===== src/design/arl_consts.vh =====
// Constants for the alarm routing logic: source indices, route codes and
// switch-request condition codes. Definitions only.
`ifndef ARL_CONSTS_VH
`define ARL_CONSTS_VH

// Source count with the multiplexer option fitted
`define ARL_NUM_SRC 16
`define ARL_ROUTE_W 2

// Route codes, one per source
`define ARL_ROUTE_IGNORE 2'h0
`define ARL_ROUTE_A 2'h1
`define ARL_ROUTE_B 2'h2
`define ARL_ROUTE_AB 2'h3

// Bit of a route code that feeds each relay
`define ARL_ROUTE_BIT_A 0
`define ARL_ROUTE_BIT_B 1

// Source bit positions
`define ARL_SRC_REF_MISSING 0
`define ARL_SRC_UNIT_TEST 1
`define ARL_SRC_UNIT_HW 2
`define ARL_SRC_TX_OFF 3
`define ARL_SRC_MOD_RATE_LOCK 4
`define ARL_SRC_MOD_UPC 5
`define ARL_SRC_MOD_TEST 6
`define ARL_SRC_MOD_HW 7
`define ARL_SRC_DEM_LOCK 8
`define ARL_SRC_DEM_LEVEL 9
`define ARL_SRC_DEM_QUALITY 10
`define ARL_SRC_DEM_TEST 11
`define ARL_SRC_DEM_HW 12
`define ARL_SRC_IF_TEST 13
`define ARL_SRC_IF_BERT 14
`define ARL_SRC_MUX_BACK 15

// Masks of modulator and demodulator sources
`define ARL_MOD_MASK 16'h00F8
`define ARL_DEM_MASK 16'h1F00

// Reset value of the route word: mod sources to A, demod sources to B
`define ARL_ROUTE_RESET 32'h02AA_5540

// Switch-request condition codes
`define ARL_SW_ANY 3'h0
`define ARL_SW_A 3'h1
`define ARL_SW_B 3'h2
`define ARL_SW_A_OR_B 3'h3
`define ARL_SW_A_AND_B 3'h4

`endif


===== src/design/arl_alarm_router.v =====
// Alarm routing logic: sixteen alarm sources routed to two relays, panel
// indicators, redundancy alarm lines and a redundancy switch request.
// Assumes alarm inputs come from other clock domains or pins and that the
// route word and condition are static configuration on core_clk.
//
// Behaviour
// - Each source ignored or routed to A/B/both
// - Reset routes modulator to A, demodulator to B
// - Summary indicator is relay A OR relay B
// - Eight registered outputs from sampled alarm inputs
// - Switch request from any alarm or A/B combination
// - Unit and modulator alarm inputs accepted
// - Demod, interface and multiplexer inputs; sixteen sources
// - Separate open-collector mod and demod redundancy alarms
`timescale 1ns/1ps
`include "arl_consts.vh"

module arl_alarm_router #(
   parameter NUM_SRC = `ARL_NUM_SRC,
   parameter ROUTE_W = `ARL_ROUTE_W
) (
   // Clock and reset
   input wire core_clk,
   input wire rst_n,
   // Unit alarms
   input wire ref_missing,
   input wire unit_test_active,
   input wire unit_hw_fault,
   // Modulator alarms
   input wire tx_carrier_off,
   input wire mod_rate_lock_loss,
   input wire uplink_power_control_alarm,
   input wire mod_test_active,
   input wire mod_hw_fault,
   // Demodulator alarms
   input wire dem_lock_loss,
   input wire dem_level_low,
   input wire dem_quality_low,
   input wire dem_test_active,
   input wire dem_hw_fault,
   // Interface and multiplexer alarms
   input wire if_test_active,
   input wire if_bert_sync_loss,
   input wire business_service_multiplexer_alarm,
   input wire business_service_multiplexer_fitted,
   // Configuration
   input wire route_load,
   input wire [NUM_SRC*ROUTE_W-1:0] route_cfg,
   input wire [2:0] switch_cond,
   // Outputs
   output reg relay_a_q,
   output reg relay_b_q,
   output reg mod_led_q,
   output reg dem_led_q,
   output reg summary_led_q,
   output reg mod_red_alarm_oe_q,
   output reg dem_red_alarm_oe_q,
   output reg switch_req_q,
   output reg [NUM_SRC*ROUTE_W-1:0] route_q
);

   // -----------------------------------------------------------------
   // Input synchronisers
   // -----------------------------------------------------------------
   wire [NUM_SRC-1:0] raw_src;
   reg [NUM_SRC-1:0] meta_q;
   reg [NUM_SRC-1:0] src_q;
   reg fitted_meta_q;
   reg fitted_q;

   // Placed by name so the route word and group masks line up with the pins
   assign raw_src[`ARL_SRC_REF_MISSING] = ref_missing;
   assign raw_src[`ARL_SRC_UNIT_TEST] = unit_test_active;
   assign raw_src[`ARL_SRC_UNIT_HW] = unit_hw_fault;
   assign raw_src[`ARL_SRC_TX_OFF] = tx_carrier_off;
   assign raw_src[`ARL_SRC_MOD_RATE_LOCK] = mod_rate_lock_loss;
   assign raw_src[`ARL_SRC_MOD_UPC] = uplink_power_control_alarm;
   assign raw_src[`ARL_SRC_MOD_TEST] = mod_test_active;
   assign raw_src[`ARL_SRC_MOD_HW] = mod_hw_fault;
   assign raw_src[`ARL_SRC_DEM_LOCK] = dem_lock_loss;
   assign raw_src[`ARL_SRC_DEM_LEVEL] = dem_level_low;
   assign raw_src[`ARL_SRC_DEM_QUALITY] = dem_quality_low;
   assign raw_src[`ARL_SRC_DEM_TEST] = dem_test_active;
   assign raw_src[`ARL_SRC_DEM_HW] = dem_hw_fault;
   assign raw_src[`ARL_SRC_IF_TEST] = if_test_active;
   assign raw_src[`ARL_SRC_IF_BERT] = if_bert_sync_loss;
   assign raw_src[`ARL_SRC_MUX_BACK] = business_service_multiplexer_alarm;

   // Alarm pins are asynchronous to core_clk; two stages keep metastable
   // values out of the routing, at the cost of two cycles of latency.
   always @(posedge core_clk or negedge rst_n) begin
      if (!rst_n) begin
         meta_q <= {NUM_SRC{1'b0}};
         src_q <= {NUM_SRC{1'b0}};
      end else begin
         meta_q <= raw_src;
         src_q <= meta_q;
      end
   end

   // The option strap is a pin too and gets its own pair of stages
   always @(posedge core_clk or negedge rst_n) begin
      if (!rst_n) begin
         fitted_meta_q <= 1'b0;
         fitted_q <= 1'b0;
      end else begin
         fitted_meta_q <= business_service_multiplexer_fitted;
         fitted_q <= fitted_meta_q;
      end
   end

   // -----------------------------------------------------------------
   // Route table
   // -----------------------------------------------------------------
   // Held here so a reset restores the default routing even if software
   // never reloads it.
   // A load takes effect on the next edge; the outputs follow one cycle later.
   always @(posedge core_clk or negedge rst_n) begin
      if (!rst_n) begin
         route_q <= `ARL_ROUTE_RESET;
      end else if (route_load) begin
         route_q <= route_cfg;
      end
   end

   // -----------------------------------------------------------------
   // Combining
   // -----------------------------------------------------------------
   // Returns the sources whose route code has the given bit set
   function [NUM_SRC-1:0] arl_route_sel;
      input [NUM_SRC*ROUTE_W-1:0] routes;
      input integer bitpos;
      integer i;
      begin
         arl_route_sel = {NUM_SRC{1'b0}};
         for (i = 0; i < NUM_SRC; i = i + 1) begin
            arl_route_sel[i] = routes[i*ROUTE_W+bitpos];
         end
      end
   endfunction

   // True when any source selected by the mask is active
   function arl_group_any;
      input [NUM_SRC-1:0] srcs;
      input [NUM_SRC-1:0] mask;
      begin
         arl_group_any = |(srcs & mask);
      end
   endfunction

   // Switch request for one condition code; unknown codes fall back to any
   // source, so a bad setting still lets a failing unit hand over.
   function arl_switch_sel;
      input [2:0] cond;
      input any_src;
      input rel_a;
      input rel_b;
      begin
         case (cond)
            `ARL_SW_ANY: arl_switch_sel = any_src;
            `ARL_SW_A: arl_switch_sel = rel_a;
            `ARL_SW_B: arl_switch_sel = rel_b;
            `ARL_SW_A_OR_B: arl_switch_sel = rel_a | rel_b;
            `ARL_SW_A_AND_B: arl_switch_sel = rel_a & rel_b;
            default: arl_switch_sel = any_src;
         endcase
      end
   endfunction

   reg [NUM_SRC-1:0] active;
   reg relay_a_d;
   reg relay_b_d;
   reg mod_any;
   reg dem_any;
   reg switch_req_d;
   reg summary_d;

   always @* begin
      active = src_q;
      // The backward alarm is meaningless without the option
      active[`ARL_SRC_MUX_BACK] = src_q[`ARL_SRC_MUX_BACK] & fitted_q;
      relay_a_d = |(active & arl_route_sel(route_q, `ARL_ROUTE_BIT_A));
      relay_b_d = |(active & arl_route_sel(route_q, `ARL_ROUTE_BIT_B));
      summary_d = relay_a_d | relay_b_d;
      mod_any = arl_group_any(active, `ARL_MOD_MASK);
      dem_any = arl_group_any(active, `ARL_DEM_MASK);
      switch_req_d = arl_switch_sel(switch_cond, |active, relay_a_d, relay_b_d);
   end

   // -----------------------------------------------------------------
   // Relay, summary indicator and switch-request registers
   // -----------------------------------------------------------------
   always @(posedge core_clk or negedge rst_n) begin
      if (!rst_n) begin
         relay_a_q <= 1'b0;
         relay_b_q <= 1'b0;
         summary_led_q <= 1'b0;
         switch_req_q <= 1'b0;
      end else begin
         relay_a_q <= relay_a_d;
         relay_b_q <= relay_b_d;
         summary_led_q <= summary_d;
         switch_req_q <= switch_req_d;
      end
   end

   // -----------------------------------------------------------------
   // Panel and redundancy indicator registers
   // -----------------------------------------------------------------
   // Indicators follow the source groups rather than the relays, so an
   // external redundancy switch can tell a transmit fault from a receive one.
   always @(posedge core_clk or negedge rst_n) begin
      if (!rst_n) begin
         mod_led_q <= 1'b0;
         dem_led_q <= 1'b0;
         mod_red_alarm_oe_q <= 1'b0;
         dem_red_alarm_oe_q <= 1'b0;
      end else begin
         mod_led_q <= mod_any;
         dem_led_q <= dem_any;
         // Open collector: enable high pulls the line low, alarm asserted
         mod_red_alarm_oe_q <= mod_any;
         dem_red_alarm_oe_q <= dem_any;
      end
   end

endmodule


===== config.mk =====
export PLATFORM = sky130hd
export DESIGN_NAME = arl_alarm_router
export DESIGN_NICKNAME = d
export VERILOG_FILES = /design/src/design/arl_alarm_router.v
export VERILOG_INCLUDE_DIRS = /design/src /design/src/design
export SDC_FILE = /design/constraint.sdc
export NUM_CORES = 1
export LEC_CHECK = 0
export BUFFER_PORTS_ARGS = -buffer_cell sky130_fd_sc_hd__buf_2
export CAP_MARGIN = 10
export CORE_ASPECT_RATIO = 0.6
export CORE_MARGIN = 2
export CORE_UTILIZATION = 45
export DETAILED_ROUTE_END_ITERATION = 12
export PLACE_DENSITY = 0.81
export SYNTH_ARGS = -nofsm -noshare
export SYNTH_HDL_FRONTEND = slang
export SYNTH_SLANG_ARGS = --single-unit

===== constraint.sdc =====
create_clock -name core_clk -period 2.1 [get_ports core_clk]
set_input_delay 0 -clock core_clk [delete_from_list [all_inputs] [get_ports core_clk]]
set_output_delay 0 -clock core_clk [all_outputs]
set_load 0.005 [all_outputs]

==> summary.md <==
The die is 61.4 µm tall. The critical path ends at switch_req_q. For the worst flop-to-flop path, the logic depth is 5. The synthesized netlist occupies a cell area of 2470 µm². The clock net in this run drives a total of 72 sinks. The max-capacitance violation count came out at 0. The critical path is of the flip-flop to flip-flop type. Data on the critical path is required at its endpoint by 2.31 ns. The tightest hold path in the finished design has a slack of 0.0264 ns.

The endpoint identified for the worst register-to-register timing path is switch_req_q. The H-tree depth reported by CTS is 3, and the worst supply voltage drop on vdd is 515 µV. Once layout is complete, the cells apart from fillers number 373. The area growth from synthesis to layout is 49.2%. STA classifies the critical path startpoint as a flip-flop.

The root cell of the clock tree is sky130_fd_sc_hd__clkbuf_8. After synthesis, the mean cell area works out to 16.5 µm². The areal power density over the cells came out at 779 nW/µm². In the final layout, the registers with the most flip-flops are route_q x32, meta_q x16, src_q x16. The row count came out at 20.

Register-to-register path setup slack: 0.38 ns. For this design the static power due to leakage is 1.67 nW. The count of pins on the block boundary is 95.

Initial antenna violation count: 0. Share of cells above drive strength 1: 0.489. The tools report the source of the worst register-to-register timing path as src_q[11]. Tracing the worst setup path back leads to its startpoint at src_q[11]. For this run, the number of Yosys warnings is 0.

Including well taps, the total number of placed cells is 305. The clock transition time at the flip-flop clock pins of the worst setup and hold paths was 0.07 ns; the floorplan die area was 6110 µm². Wires add up to 6330 µm.

Setup repair after global routing left no endpoint under its margin. The logs give 0 for the antenna diode count and 1,902 for the via count of the first global-routing pass. Timing would allow up to 582 MHz.

The tools report the final-layout setup total negative slack as 0 ns. The count of state elements after synthesis was 72; the core area was 5180 µm². The run finished with clean final reports. The longest clock path from root to sink contains 2 buffers.

In the routed layout, each cell is associated on average with a via count of 5.12. After technology mapping, the gate count stands at 150. The final-report setup violation count was 0.

In the final routed layout, each cell accounts on average for 17.0 µm. The source-to-sink clock delay at the later pin of the worst-skew pair was 0.34 ns; the fill cell total of the finished layout was 371. Once detail routing completed, the nets flagged for antenna violations numbered 0. Detailed routing inserted a total of 1,909 vias.

Input and output buffers added on the ports amount to 94. The run gives 9810 µm as the first-pass GRT wire length. Distinct cell type count after synthesis: 22. Routability-driven placement finished with a final weighted congestion of 0.758.

The initial DRC count was 117. Buffers inserted during clock tree synthesis total 9. The worst slew margin relative to its limit came out at 0.421. Global routing finished with a remaining overflow of 0. The count of final max-slew check failures was 0.

Subtracting the final worst setup slack from the clock period gives 1.72 ns. The period utilization came out at 0.818. Post-CTS timing repair inserted 0 buffers for setup. Class of the tightest hold or removal check: input port to flip-flop.

The run gives 357 as the final net count. Register bank with the most flops: route_q. The overall routing resource usage was 0.228; the synthesized netlist net count was 205. Transition time at the pin with the least slew margin: 0.868 ns. The run gives 0.477 as the initial core utilization.

The maximum fanout along the worst path came out at 4. The first detailed-routing pass ran for 5 iterations. In the routed design, unresolved DRC markers number 0. The HPWL after detailed placement is 4110 µm. TritonCTS built the clock tree. The worst setup path is captured at a flip-flop.

Entering global routing, the biggest net connects 73 pins. Measured along the x axis, the die boundary spans 99.6 µm. The number of flip-flops under the largest register name is 32, and the critical path arrival is 1.92 ns.

The final setup skew is 0.00753 ns, and the overall power of the completed layout is 0.00287 W. Sequential-to-total area share from yosys stat: 0.735. Count of final hold-check violations: 0.
## final cells by class
cell class,count,area [µm²],share of cell area
Clock buffer,13,149,0.0404
Clock inverter,3,17.5,0.00476
Inverter,1,3.75,0.00102
Multi-Input combinational cell,71,617,0.168
Sequential cell,72,1810,0.493
Tap cell,66,82.6,0.0224
Timing Repair Buffer,147,998,0.271
## critical path, cell delays in order, from the launching register on
cell                       delay, ns
sky130_fd_sc_hd__dfrtp_1        0.42
sky130_fd_sc_hd__a222oi_1       0.37
sky130_fd_sc_hd__nand3_1        0.16
sky130_fd_sc_hd__a311o_1        0.35
sky130_fd_sc_hd__a31oi_1        0.18
sky130_fd_sc_hd__nand4_1        0.10
## synth_stat cells (all sizes together)
cell / n / area share
a22oi: 12 / 0.036
and2: 1 / 0.0025
mux2: 32 / 0.15
a31oi: 1 / 0.0025
clkbuf: 1 / 0.0015
inv: 1 / 0.0015
nand3: 3 / 0.0061
nand2: 3 / 0.0046
o32ai: 1 / 0.0035
or2: 1 / 0.0025
nor4: 1 / 0.0025
a21oi: 1 / 0.0020
a222oi: 2 / 0.0081
dfrtp: 62 / 0.63
a311o: 2 / 0.0081
dfstp: 10 / 0.11
o311a: 1 / 0.0041
buf: 5 / 0.012
nor3: 3 / 0.0061
nor2: 3 / 0.0046
nand4: 4 / 0.010
## worst min-delay path by stage
stage | from | endpoint | slack (ns) | depth (start not counted)
2_1_floorplan | rst_n | dem_red_alarm_oe_q | -0.30 | 0
3_3_place_gp | mod_hw_fault | meta_q[7] | 0.11 | 1
3_5_place_dp | mod_hw_fault | meta_q[7] | 0.11 | 1
4_1_cts | switch_cond[2] | switch_req_q | 0.006 | 3
5_1_grt | switch_cond[2] | switch_req_q | 0.02 | 3
6_report | switch_cond[2] | switch_req_q | 0.03 | 3
## metrics by stage
stage | cell area (µm²) | util | setup WS, ns
6_report | 3680 | 0.711 | 0.382
5_1_grt | 3680 | 0.711 | 0.267
4_1_cts | 3680 | 0.711 | 0.385
3_5_place_dp | 3000 | 0.578 | 0.401
3_3_place_gp | 3000 | 0.578 | 0.541
2_1_floorplan | 2470 | - | 0.652
## report_power, final
group	internal (W)	switching, W
combinational	0.000220	0.000141
clock	0.000458	0.000465
sequential	0.00150	0.0000819
## cells in the final DEF (no fill, tap or decap)
master,n
sky130_fd_sc_hd__a21oi_1,1
sky130_fd_sc_hd__a222oi_1,2
sky130_fd_sc_hd__a22oi_1,12
sky130_fd_sc_hd__a311o_1,2
sky130_fd_sc_hd__a31oi_1,1
sky130_fd_sc_hd__and2_1,1
sky130_fd_sc_hd__buf_2,94
sky130_fd_sc_hd__buf_4,1
sky130_fd_sc_hd__clkbuf_1,3
sky130_fd_sc_hd__clkbuf_8,10
sky130_fd_sc_hd__clkinv_2,2
sky130_fd_sc_hd__clkinvlp_4,1
sky130_fd_sc_hd__dfrtp_1,62
sky130_fd_sc_hd__dfstp_2,10
sky130_fd_sc_hd__dlygate4sd3_1,52
sky130_fd_sc_hd__inv_1,1
sky130_fd_sc_hd__mux2_2,32
sky130_fd_sc_hd__nand2_1,3
sky130_fd_sc_hd__nand3_1,3
sky130_fd_sc_hd__nand4_1,4
sky130_fd_sc_hd__nor2_1,3
sky130_fd_sc_hd__nor3_1,3
sky130_fd_sc_hd__nor4_1,1
sky130_fd_sc_hd__o311a_1,1
sky130_fd_sc_hd__o32ai_1,1
sky130_fd_sc_hd__or2_1,1
## cells by family (layout without fill, tap and decap cells)
logic type / after synthesis / count (layout) / share of synthesized area
buffers and inverters: 7 / 164 / 0.0152
AOI/OAI and AO/OA: 20 / 20 / 0.0649
and+or+nand+nor: 19 / 19 / 0.0390
DFF: 72 / 72 / 0.735
muxes: 32 / 32 / 0.146
## what timing repair did
action                                 CTS  global route
hold buffers                            52             0
gates resized for setup                  0             0
endpoints found under the hold margin  112             0
## per-layer routing
layer  GRT usage  vias up  routed length (µm)
met5           0        -                   0
met4      0.0646        0                  80
met3       0.109       10                 637
met2       0.354      119                2880
met1       0.293      920                2740
li1            -      860                   -
Power figures use the tool's default switching activity.
